===== src/core/port_pkg.sv =====
// Shared types and constants for the general-purpose I/O port logic
// Assumes a single 20 MHz system clock and a synchronous active-low reset
package port_pkg;

	// -----------------------------------------------------------------
	// Widths and reset values
	// -----------------------------------------------------------------
	localparam int          PORT_W        = 8;            // Default pin count
	localparam logic [7:0]  LATCH_RST     = 8'h00;        // Latch value after reset
	localparam logic [7:0]  DIR_RST       = 8'hff;        // All pins input after reset
	localparam logic [7:0]  PULL_RST      = 8'h00;        // No pull-ups after reset
	localparam logic [1:0]  SYNC_RST      = 2'h0;         // Synchroniser tail reset

	// -----------------------------------------------------------------
	// Operation codes for read-modify-write access
	// -----------------------------------------------------------------
	typedef enum logic [2:0]
	{
		OP_AND  = 3'h0,
		OP_OR   = 3'h1,
		OP_XOR  = 3'h2,
		OP_ADD  = 3'h3,
		OP_SUB  = 3'h4,
		OP_NOT  = 3'h5,
		OP_PASS = 3'h6
	} port_op_t;

	// -----------------------------------------------------------------
	// Access kinds from the processor side
	// -----------------------------------------------------------------
	typedef enum logic [1:0]
	{
		ACC_IDLE  = 2'h0,
		ACC_WRITE = 2'h1,
		ACC_READ  = 2'h2,
		ACC_RMW   = 2'h3
	} port_acc_t;

	// Processor request bundle
	typedef struct packed
	{
		port_acc_t  acc;      // Kind of access
		port_op_t   op;       // Operation for read-modify-write
		logic [7:0] data;     // Write data or second operand
	} port_req_t;

endpackage


===== src/core/pin_sync.sv =====
// Three-stage pin synchroniser with agreement filter
// Assumes the pin input is asynchronous to clk
`timescale 1ns/10ps
module pin_sync
	import port_pkg::*;
(
	input  wire logic clk,
	input  wire logic rst_b,
	input  wire logic pin_in,
	output logic      level_q
);

	// -----------------------------------------------------------------
	// Synchroniser stages
	// -----------------------------------------------------------------
	logic       meta_q;     // First stage, read only by the second
	logic [1:0] tail_q;     // Second and third stages

	// Shift the pin through three flip-flops
	always_ff @(posedge clk)
	begin
		if (!rst_b)
		begin
			meta_q <= 1'b0;
			tail_q <= SYNC_RST;
		end
		else
		begin
			meta_q <= pin_in;
			tail_q <= {tail_q[0], meta_q};
		end
	end

	// Take a new level only when stages two and three agree
	always_ff @(posedge clk)
	begin
		if (!rst_b)
			level_q <= 1'b0;
		else if (tail_q[0] == tail_q[1])
			level_q <= tail_q[1];
	end

endmodule


===== src/core/io_port_latch_logic.sv =====
// General-purpose I/O port: output latch, direction and pull-up control
// Assumes requests come from processor logic on clk; pins are asynchronous
//
// Summary of operation
// - Output mode write stores latch, drives pins
// - Latch holds value until next write
// - System reset clears every output latch
// - Input mode write updates latch, pin undriven
// - Output mode read returns latch, unchanged
// - Input mode read returns sampled pins
// - Output mode operation uses latch, writes back
// - Input mode operation uses pins, writes latch
`timescale 1ns/10ps
module io_port_latch_logic
	import port_pkg::*;
#(
	parameter int WIDTH = PORT_W
)
(
	input  wire logic             clk,
	input  wire logic             rst_b,
	input  wire port_req_t        req,
	input  wire logic [WIDTH-1:0] dir_wr_data,
	input  wire logic             dir_wr,
	input  wire logic [WIDTH-1:0] pull_wr_data,
	input  wire logic             pull_wr,
	input  wire logic [WIDTH-1:0] pin_in,
	output logic [WIDTH-1:0]      pin_out,
	output logic [WIDTH-1:0]      pin_oe,
	output logic [WIDTH-1:0]      pin_pullup,
	output logic [WIDTH-1:0]      rd_data,
	output logic                  rd_valid,
	output logic [WIDTH-1:0]      direction_control_register,
	output logic [WIDTH-1:0]      pullup_option_register
);

	// -----------------------------------------------------------------
	// Elaboration checks
	// -----------------------------------------------------------------
	if (WIDTH < 1 || WIDTH > 8)
	begin : width_chk
		$error("WIDTH must be 1 to 8");
	end

	// -----------------------------------------------------------------
	// State and combinational values
	// -----------------------------------------------------------------
	logic [WIDTH-1:0] port_output_latch_group_q;   // Output latch
	logic [WIDTH-1:0] port_output_latch_group_d;   // Next latch value
	logic [WIDTH-1:0] pin_level;                   // Filtered pin levels
	logic [WIDTH-1:0] port_view;                   // Value seen by reads
	logic [WIDTH-1:0] operand_b;                   // Second operand
	logic [WIDTH-1:0] op_result;                   // Operation result
	logic             latch_we;                    // Latch write strobe

	// One synchroniser per pin
	for (genvar i = 0; i < WIDTH; i++)
	begin : sync_g
		pin_sync u_sync
		(
			.clk     (clk),
			.rst_b   (rst_b),
			.pin_in  (pin_in[i]),
			.level_q (pin_level[i])
		);
	end

	// -----------------------------------------------------------------
	// Read view and operation unit
	// -----------------------------------------------------------------

	// Output pins show latch, input pins show sampled level
	always_comb
	begin
		port_view = (direction_control_register & pin_level)
			| (~direction_control_register & port_output_latch_group_q);
	end

	// Arithmetic or logic on the per-pin view
	always_comb
	begin
		operand_b = req.data[WIDTH-1:0];
		case (req.op)
			OP_AND:  op_result = port_view & operand_b;
			OP_OR:   op_result = port_view | operand_b;
			OP_XOR:  op_result = port_view ^ operand_b;
			OP_ADD:  op_result = WIDTH'(port_view + operand_b);
			OP_SUB:  op_result = WIDTH'(port_view - operand_b);
			OP_NOT:  op_result = ~port_view;
			OP_PASS: op_result = port_view;
			default: op_result = port_view;
		endcase
	end

	// Latch next value: write takes data, operation takes result
	always_comb
	begin
		latch_we                  = 1'b0;
		port_output_latch_group_d = port_output_latch_group_q;
		case (req.acc)
			ACC_WRITE:
			begin
				latch_we                  = 1'b1;
				port_output_latch_group_d = req.data[WIDTH-1:0];
			end
			ACC_RMW:
			begin
				latch_we                  = 1'b1;
				port_output_latch_group_d = op_result;
			end
			default:
			begin
				latch_we = 1'b0;
			end
		endcase
	end

	// -----------------------------------------------------------------
	// Registers
	// -----------------------------------------------------------------

	// Output latch, cleared by reset
	always_ff @(posedge clk)
	begin
		if (!rst_b)
			port_output_latch_group_q <= WIDTH'(LATCH_RST);
		else if (latch_we)
			port_output_latch_group_q <= port_output_latch_group_d;
	end

	// Direction bits, one per pin, 1 means input
	always_ff @(posedge clk)
	begin
		if (!rst_b)
			direction_control_register <= WIDTH'(DIR_RST);
		else if (dir_wr)
			direction_control_register <= dir_wr_data;
	end

	// Pull-up option bits
	always_ff @(posedge clk)
	begin
		if (!rst_b)
			pullup_option_register <= WIDTH'(PULL_RST);
		else if (pull_wr)
			pullup_option_register <= pull_wr_data;
	end

	// Pin drivers, registered from next-cycle state
	always_ff @(posedge clk)
	begin
		if (!rst_b)
		begin
			pin_out    <= WIDTH'(LATCH_RST);
			pin_oe     <= ~WIDTH'(DIR_RST);
			pin_pullup <= WIDTH'(PULL_RST) & WIDTH'(DIR_RST);
		end
		else
		begin
			pin_out    <= port_output_latch_group_d;
			pin_oe     <= dir_wr ? ~dir_wr_data
				: ~direction_control_register;
			pin_pullup <= (pull_wr ? pull_wr_data : pullup_option_register)
				& (dir_wr ? dir_wr_data : direction_control_register);
		end
	end

	// Read data answers one cycle after a read
	always_ff @(posedge clk)
	begin
		if (!rst_b)
		begin
			rd_data  <= '0;
			rd_valid <= 1'b0;
		end
		else
		begin
			rd_valid <= (req.acc == ACC_READ);
			if (req.acc == ACC_READ)
				rd_data <= port_view;
		end
	end
endmodule


===== config.mk =====
export PLATFORM = sky130hd
export DESIGN_NAME = io_port_latch_logic
export DESIGN_NICKNAME = d
export VERILOG_FILES = /design/src/core/port_pkg.sv /design/src/core/pin_sync.sv /design/src/core/io_port_latch_logic.sv
export SDC_FILE = /design/constraint.sdc
export NUM_CORES = 1
export LEC_CHECK = 0
export CAP_MARGIN = 5
export CORE_MARGIN = 4
export CORE_UTILIZATION = 55
export CTS_BUF_LIST = sky130_fd_sc_hd__clkbuf_4
export DETAILED_ROUTE_END_ITERATION = 10
export DONT_BUFFER_PORTS = 1
export PLACE_DENSITY = 0.68
export SLEW_MARGIN = 15
export SYNTH_ARGS = -nofsm -noshare
export SYNTH_HDL_FRONTEND = slang
export SYNTH_SLANG_ARGS = --single-unit

===== constraint.sdc =====
create_clock -name clk -period 3.58 [get_ports clk]
set_input_delay 0.895 -clock clk [delete_from_list [all_inputs] [get_ports clk]]
set_output_delay 0.895 -clock clk [all_outputs]
set_load 0.1 [all_outputs]

Yosys cells after proc, flatten, opt, wreduce, memory -nomap -nowiden
Cells that the tools add are included.
{"block": "totals", "register_bits": 89, "out_inout_bits": 49, "word_cells": 68}
{"block": "op_classes", "add_sub_neg": 2, "n_eq_ne": 16, "n_mux": 6, "n_bitwise": 10, "reduce_logical": 2}
{"cell": "$pmux W8 S6", "count": 1}
{"cell": "$and A8 B8 Y8", "count": 4}
{"cell": "$mux W8", "count": 3}
{"cell": "$not A8 Y8", "count": 3}
{"cell": "$or A8 B8 Y8", "count": 2}
{"cell": "$pmux W8 S2", "count": 1}
{"cell": "$add A8 B8 Y8", "count": 1}
{"cell": "$eq A1 B1 Y1", "count": 8}
{"cell": "$sub A8 B8 Y8", "count": 1}
{"cell": "$xor A8 B8 Y8", "count": 1}
{"cell": "$eq A3 B2 Y1 const B", "count": 2}
{"cell": "$eq A3 B3 Y1 const B", "count": 2}
{"cell": "$eq A2 B2 Y1 const B", "count": 2}
{"cell": "$eq A3 B1 Y1 const B", "count": 1}
{"cell": "$logic_not A3 Y1", "count": 1}
{"cell": "$eq A2 B1 Y1 const B", "count": 1}
{"cell": "$reduce_or A2 Y1", "count": 1}
{"cell": "$mux W1", "count": 1}

Logic depth before layout (Yosys ltp)
Gate-level depths: netlist of run 1.
{"block": "logic_depth", "ltp_word": 6, "mapped_depth": 12, "mapped_depth_nobuf": 12}

Cells and area by module
From an unflattened synthesis of run 1, not the netlist that was laid out.
{"block": "unflattened", "cells_unflattened": 420, "area_unflattened_um2": 4051.4}
{"module": "io_port_latch_logic", "n_inst": 1, "cells_per_inst": 340, "area_each_um2": 3120.5, "seq_area_each_um2": 1141.1}
{"module": "pin_sync", "n_inst": 8, "cells_per_inst": 10, "area_each_um2": 116.4, "seq_area_each_um2": 80.1}

Least setup slack after synthesis of run 1
No wires, ideal clock.
{"block": "synth_path", "kind": "input -> register", "startpoint": "input port req[8] (netlist name)", "endpoint": "register pin_out[2]", "setup_time_ps": 116, "arrival_time_ps": 3186, "t_required_ps": 3464, "path_slack_ps": 277, "stages": 11, "path_cell_list": "buf_2 or3b_4 nand2_1 o21ai_0 fa_1 xnor2_1 mux2_1 mux4_2 nand2_1 o211ai_2 o211a_1"}
{"block": "synth_between", "elab_chain_cells": 3, "word_cells_on_any_way": 8}
{"item": "start, declared", "line_no": "io_port_latch_logic.sv:22", "source": "input wire port_req_t req,"}
{"item": "$eq A3 B3 Y1, or another cell as far along", "line_no": "io_port_latch_logic.sv:83", "source": "case (req.op)"}
{"item": "$pmux W8 S6 (*)", "line_no": "io_port_latch_logic.sv:83"}
{"item": "$pmux W8 S2 (*)", "line_no": "io_port_latch_logic.sv:100", "source": "case (req.acc)"}
{"item": "end signal, assigned", "line_no": "io_port_latch_logic.sv:154", "source": "pin_out <= WIDTH'(LATCH_RST);"}
{"item": "end signal, assigned", "line_no": "io_port_latch_logic.sv:160", "source": "pin_out <= port_output_latch_group_d;"}
{"item": "end, declared", "line_no": "io_port_latch_logic.sv:28", "source": "output logic [WIDTH-1:0] pin_out,"}
Every way passes the cells marked *; elsewhere a longest branch is shown, timed or not.
A chain may end at the register's enable or synchronous reset.

Worst setup path after layout of run 1
{"block": "layout_path", "startpoint": "input port req[9] (netlist name)", "endpoint": "register port_output_latch_group_q[2]"}
{"block": "layout_between", "elab_chain_cells": 3, "word_cells_on_any_way": 8}
{"item": "$eq A3 B3 Y1, or another cell as far along", "line_no": "io_port_latch_logic.sv:83"}
{"item": "$pmux W8 S6 (*)", "line_no": "io_port_latch_logic.sv:83"}
{"item": "$pmux W8 S2 (*)", "line_no": "io_port_latch_logic.sv:100"}
{"item": "end signal, assigned", "line_no": "io_port_latch_logic.sv:126", "source": "port_output_latch_group_q <= WIDTH'(LATCH_RST);"}
{"item": "end signal, assigned", "line_no": "io_port_latch_logic.sv:128", "source": "port_output_latch_group_q <= port_output_latch_group_d;"}
{"item": "end, declared", "line_no": "io_port_latch_logic.sv:48", "source": "logic [WIDTH-1:0] port_output_latch_group_q;"}
Marked as above.

==> impl_metrics.py, run 1 <==
metrics = {
    "status": {
        "status": "finished, final reports clean",
    },
    "floorplanning": {
        "coreArea_um2": 7250,
        "die_h_um": 94.2,
        "die-area_um2": 8880,
        "fp-row-count": 31,
        "initial_core_util": 0.564,
        "io_pins": 90,
        "die_x_um": 94.2,
    },
    "clocking": {
        "ctsResizeCount": 0,
        "clkLatencyLatePin_ns": 0.43,
        "cts_buffers": 9,
        "cts_sinks": 89,
        "root_buffer": "clkbuf_4",
        "clk_pin_slew_worst_paths_ns": 0.15,
        "cts_tree": "built",
        "clock_path_buffers": 2,
        "holdBufCountCts": 0,
        "post_cts_buffers": 0,
        "h-tree-depth": 3,
    },
    "logic_synthesis": {
        "synth_top_family_by_area": "compound AO/OA/AOI/OAI gates",
        "ys_top_cells_by_count": "dfxtp_1, and2_1, inv_1, nand2_1, o21ai_0",
        "async_flop_share": 0,
        "ys_seq_area_frac": 0.436,
        "synth_edf_count": 0,
        "ys_ff_latch": 89,
        "synth_area_leader_cell": "dfxtp_1",
        "synthTopCellsByArea": "dfxtp_1, ha_1, mux2i_1, and2_1, o21ai_0",
        "yosys.cell_count.top_type": "dfxtp_1",
        "yosys.area_share.simple": 0.161,
        "synthAdderAreaFrac": 0.0783,
        "syn_inst": 431,
        "synth_area_um2": 4090,
        "synth.area.mux_share": 0.0798,
        "synth.net_count": 497,
        "synth_compound_area_frac": 0.170,
        "synth_cell_types": 48,
        "syn_area_per_cell_um2": 9.49,
        "synth_top_cell_area_share": 0.436,
        "yosysWarnings": 0,
        "ys.flop_type": "dfxtp_1",
        "synthXorXnorAreaFrac": 0.0236,
    },
    "drt": {
        "drc": 0,
        "final_antenna_net_count": 0,
        "first_pass_iters": 4,
        "first_iter_violations": 138,
        "vias": 2921,
        "viasPerCell": 5.46,
        "wl_per_cell_um": 16.2,
        "wirelength_mm": 8.66,
    },
    "sta": {
        "hold_viol": 0,
        "setup_tns_ns": 0,
        "finalCritPeriodShare": 0.794,
        "rsz0062_at_grt": "false",
        "setup_viol": 0,
        "max_slew_margin": 0.326,
        "min_period_ns": 2.84,
        "fin_skew_ns": 0.0250,
        "max_freq_mhz": 352,
        "tightest_slew_ns": 1.01,
        "drv_slew": 0,
    },
    "power_and_ir_drop": {
        "p_leak_nw": 1.99,
        "seqPwrFrac": 0.619,
        "p_per_area_nw_per_um2": 476,
        "vdd_drop_max_uv": 331,
        "p_int_mw": 1.32,
        "comb_power_share": 0.124,
        "net-switching-power_mw": 0.749,
        "clockPowerShare": 0.257,
        "switching_share": 0.362,
    },
    "place": {
        "place_hpwl_mm": 6.60,
        "gp_congestion": 0.888,
        "placed_area_um2": 4200,
        "portBuffers": 0,
    },
    "setup_path": {
        "cp_common_cell": "nand2_1",
        "crit_fanout": 26,
        "arrival_ns": 3.17,
        "critPathMaxStageDelay_ns": 0.46,
        "critical_path.top_delay_family": "multiplexers",
        "required_ns": 3.91,
        "crit_slowest_cell": "fa_1",
        "crit_type": "input port to flop",
        "crit_chain": "or3b_4 -> nand2_1 -> o21ai_0 -> fa_1 -> xnor2_1 -> mux2_1 -> mux4_2 -> nand2_1 -> o211ai_2 -> o211a_1",
        "critPathCaptureType": "flop",
        "cp-start-kind": "input port",
        "crit_buf_inv": 0,
    },
    "final_layout": {
        "syn_to_final_growth_pct": 6.18,
        "regArea_um2": 1780,
        "fillerInstances": 660,
        "n_antenna_cell": 0,
        "drive_above_1_share": 0.0826,
        "finalNetCount": 497,
        "fin_area_um2": 4340,
        "multiInputGateArea_um2": 2100,
        "finalCoreUtilization": 0.599,
    },
    "global_route": {
        "antenna_found_initial": 0,
        "grt_max_degree": 74,
        "grt_pass1_vias": 2824,
        "gr-usage-all-layers": 0.202,
        "grt_pass1_wl_mm": 13.9,
        "grt-ovfl-total": 0,
    },
    "job": {
        "maxCapViolCount": 0,
    },
    "min_path": {
        "hp-class": "flop to flop",
    },
}
[flip-flops by register name, summed over array words and instances, names as in the netlist]
name and flops:
direction_control_register 8, pin_oe 8, pin_out 8, pin_pullup 8, port_output_latch_group_q 8, pullup_option_register 8, rd_data 8, rd_valid 1
sync_g.u_sync.level_q 8, sync_g.u_sync.meta_q 8, sync_g.u_sync.tail_q 16
[power by group through the flow]
stage	clock network [mW]	registers, mW	logic [mW]
global placement	0	1.30	0.250
global route	0.604	1.29	0.287
CTS	0.555	1.28	0.258
detailed placement	0	1.30	0.257
floorplan	0	1.33	0.197
finish	0.531	1.28	0.257
[cell usage in the layout (no fill, tap or decap), drive strengths merged, types with 4 or more instances in the layout]
cell     n
dfxtp   89
and2    35
inv     32
nand2   30
o21ai   30
mux2i   27
ha      24
nor2b   22
nor2    14
a21boi  14
a21oi   12
buf     12
xnor2   10
o211a   10
clkbuf   9
o21a     5
o211ai   5
nand2b   4
a31oi    4
o22ai    4
[routing by layer]
layer,track usage,up-vias,part of all wire
met5,0,-,0
met1,0.250,1321,0.42
li1,-,1473,-
met3,0.0681,14,0.11
met2,0.329,113,0.46
met4,0.0674,0,0.017
[final timing paths]
path / from / endpoint / slack (ns) / cells after the start
setup / recovery: req[9] / port_output_latch_group_q[2]$_SDFFE_PN0N_ / 0.74 / 10
hold / removal: sync_g[7].u_sync.meta_q$_SDFF_PN0_ / sync_g[7].u_sync.tail_q[0]$_SDFF_PN0_ / 0.44 / 1
setup reg to reg: direction_control_register[2]$_SDFF_PN1_ / port_output_latch_group_q[2]$_SDFFE_PN0N_ / 0.83 / 9
hold reg to reg: sync_g[7].u_sync.meta_q$_SDFF_PN0_ / sync_g[7].u_sync.tail_q[0]$_SDFF_PN0_ / 0.44 / 1
[per-stage QoR]
step                      total power [mW]  std cells  setup WS (ns)  hold slack [ns]
final                                 2.07        535          0.739            0.443
after floorplan                       1.53        431          0.277            0.406
after global placement                1.55        519          0.346            0.414
after detailed placement              1.56        519          0.283            0.417
after global routing                  2.18        535          0.585            0.455
after CTS                             2.09        535          0.759            0.444
[cell families after synthesis]
family                     Yosys count
AOI/OAI and AO/OA                  101
adders and majority gates           25
buffers and inverters               52
muxes                               31
xor gates and xnor gates            11
DFF                                 89
and+or+nand+nor                    122
[worst reg2reg max path, stage by stage, from the launching register on]
cell      delay [ns]
dfxtp_1         0.39
mux2i_1         0.51
inv_1           0.17
ha_1            0.39
xnor2_1         0.16
mux2_1          0.29
mux4_2          0.46
nand2_1         0.09
o211ai_2        0.08
o211a_1         0.12
[final cells by class]
cell class | instances | area share
Tap cell | 99 | 0.0285
Clock inverter | 7 | 0.0167
Sequential cell | 89 | 0.410
Timing Repair Buffer | 12 | 0.0207
Multi-Input combinational cell | 290 | 0.483
Inverter | 29 | 0.0251
Clock buffer | 9 | 0.0156
(Power assumes the default switching activity.)
==> inputs of run 2 (changes only) <==
Settings changed: PLACE_DENSITY 0.68 to 0.71.
Clock period 3.58 ns to 2.45 ns, I/O delays scaled along.
==> run 2 against run 1 <==
Clock power increased by 53%. Largest cell class unchanged. Clock-buffer cell count unchanged. Core utilization increased by 7.1 points. Register-to-register slack got worse by 0.75 ns. Critical path depth decreased by 1. Via count increased by 7.5%. Global-route usage increased by 1.6 points. Final area increased by 12%. Worst setup slack got worse by 0.66 ns. Sequential power increased by 22%.
==> impl_metrics.py, run 2 (synthesis results as in run 1) <==
metrics = {
    "status": {
        "status": "finished, final reports clean",
    },
    "setup_path": {
        "crit_slowest_cell": "mux4_2",
        "required_ns": 2.78,
        "arrival_ns": 2.69,
        "critPathCaptureType": "flop",
        "crit_type": "flop to flop",
        "cp-start-kind": "flop",
        "critical_path.top_delay_family": "multiplexers",
        "crit_fanout": 2,
        "critPathMaxStageDelay_ns": 0.47,
        "crit_chain": "mux2i_2 -> ha_2 -> fa_2 -> xnor2_2 -> mux2_4 -> mux4_2 -> nand2_2 -> o211ai_2 -> o211a_1",
        "crit_buf_inv": 0,
    },
    "drt": {
        "first_iter_violations": 143,
        "wl_per_cell_um": 15.7,
        "final_antenna_net_count": 0,
        "wirelength_mm": 9.33,
        "vias": 3141,
        "drc": 0,
        "viasPerCell": 5.30,
        "first_pass_iters": 4,
    },
    "clocking": {
        "holdBufCountCts": 0,
        "clkLatencyLatePin_ns": 0.43,
        "clk_pin_slew_worst_paths_ns": 0.14,
        "cts_tree": "built",
        "clock_path_buffers": 2,
        "cts_sinks": 89,
        "cts_buffers": 9,
        "root_buffer": "clkbuf_4",
        "h-tree-depth": 3,
    },
    "floorplanning": {
        "initial_core_util": 0.564,
        "coreArea_um2": 7250,
        "die-area_um2": 8880,
        "fp-row-count": 31,
        "die_h_um": 94.2,
        "io_pins": 90,
        "die_x_um": 94.2,
    },
    "power_and_ir_drop": {
        "clockPowerShare": 0.257,
        "switching_share": 0.338,
        "p_leak_nw": 2.28,
        "p_int_mw": 2.10,
        "seqPwrFrac": 0.492,
        "p_per_area_nw_per_um2": 652,
        "net-switching-power_mw": 1.07,
        "vdd_drop_max_uv": 427,
        "comb_power_share": 0.250,
    },
    "sta": {
        "fin_skew_ns": 0.0143,
        "max_freq_mhz": 422,
        "hold_viol": 0,
        "min_period_ns": 2.37,
        "max_slew_margin": 0.716,
        "rsz0062_at_grt": "true",
        "drv_slew": 0,
        "finalCritPeriodShare": 0.966,
        "setup_viol": 0,
        "tightest_slew_ns": 0.414,
    },
    "global_route": {
        "grt_pass1_wl_mm": 14.9,
        "grt_pass1_vias": 3109,
        "gr-usage-all-layers": 0.218,
        "antenna_found_initial": 0,
        "grt-ovfl-total": 0,
        "grt_max_degree": 74,
    },
    "place": {
        "gp_congestion": 0.905,
        "portBuffers": 0,
        "placed_area_um2": 4670,
        "place_hpwl_mm": 7.09,
    },
    "final_layout": {
        "top_register": "sync_g.u_sync.tail_q",
        "finalCoreUtilization": 0.669,
        "fillerInstances": 591,
        "n_antenna_cell": 0,
        "drive_above_1_share": 0.229,
        "finalNetCount": 555,
        "largest_reg_flops": 16,
        "layout_commonest_cell": "dfxtp_1",
        "fin_area_um2": 4860,
        "syn_to_final_growth_pct": 18.7,
        "final_cell_mix": "dfxtp_1, buf_4, and2_1",
    },
    "job": {
        "maxCapViolCount": 0,
    },
    "min_path": {
        "hp-class": "input port to flop",
    },
}
-- run 2: cell count changes in the layout (fill, tap and decap cells not counted), moves of 3 or more --
| cell | before | now |
|---|---|---|
| dfxtp_1 | 89 | 83 |
| mux2i_1 | 27 | 24 |
| dfxtp_2 | 0 | 5 |
| o21ai_0 | 29 | 26 |
| buf_4 | 12 | 70 |
-- run 2: repair_timing --
item,4_1_cts,5_1_grt
endpoints found under the setup margin,0,7
setup buffers,0,0
resized for setup,0,10
-- run 2: path summary, 6_finish.rpt --
path / cells after the start / to / startpoint / slack, ns
max: 9 / pin_out[2]$_SDFF_PN0_ / direction_control_register[0]$_SDFF_PN1_ / 0.08
max reg2reg: 9 / pin_out[2]$_SDFF_PN0_ / direction_control_register[0]$_SDFF_PN1_ / 0.08
min: 1 / sync_g[2].u_sync.meta_q$_SDFF_PN0_ / pin_in[2] / 0.30
min reg2reg: 1 / sync_g[3].u_sync.tail_q[0]$_SDFF_PN0_ / sync_g[3].u_sync.meta_q$_SDFF_PN0_ / 0.45
-- run 2: layer usage --
metal / share of wire / global-route usage / wire length (um) / vias up
met5: 0 / 0 / 0 / -
met4: 0.021 / 0.0830 / 193 / 0
met3: 0.073 / 0.0537 / 684 / 17
met2: 0.49 / 0.385 / 4550 / 108
met1: 0.42 / 0.252 / 3900 / 1433
li1: - / - / - / 1583
-- run 2: power groups by stage --
| stage | combinational [mW] | clock, mW | sequential (mW) |
|---|---|---|---|
| finish | 0.793 | 0.815 | 1.56 |
| global route | 0.842 | 0.905 | 1.57 |
| CTS | 0.785 | 0.847 | 1.56 |
| detailed placement | 0.782 | 0 | 1.59 |
| global placement | 0.775 | 0 | 1.59 |
| floorplan | 0.297 | 0 | 1.95 |
-- run 2: area by class of cell --
cell class              instances  area, um^2  share of cell area
multi-input cells             290        2160               0.446
clock inverters                 7        75.1              0.0155
flip-flops and latches         89        1790               0.369
clock buffers                   9        67.6              0.0139
well taps                      99         124              0.0255
repair buffers                 70         526               0.108
inverters                      29         109              0.0224
-- run 2: per-stage QoR --
step	cells	power [mW]	TNS (ns)	setup WS (ns)	hold WS [ns]
finish	593	3.17	0	0.0824	0.298
CTS	593	3.19	0	0.0165	0.268
floorplan	431	2.24	-2.63	-0.370	0.406
global route	593	3.32	-0.0373	-0.0194	0.257
global placement	577	2.36	-2.70	-0.287	0.412
detailed placement	577	2.37	-3.35	-0.329	0.421
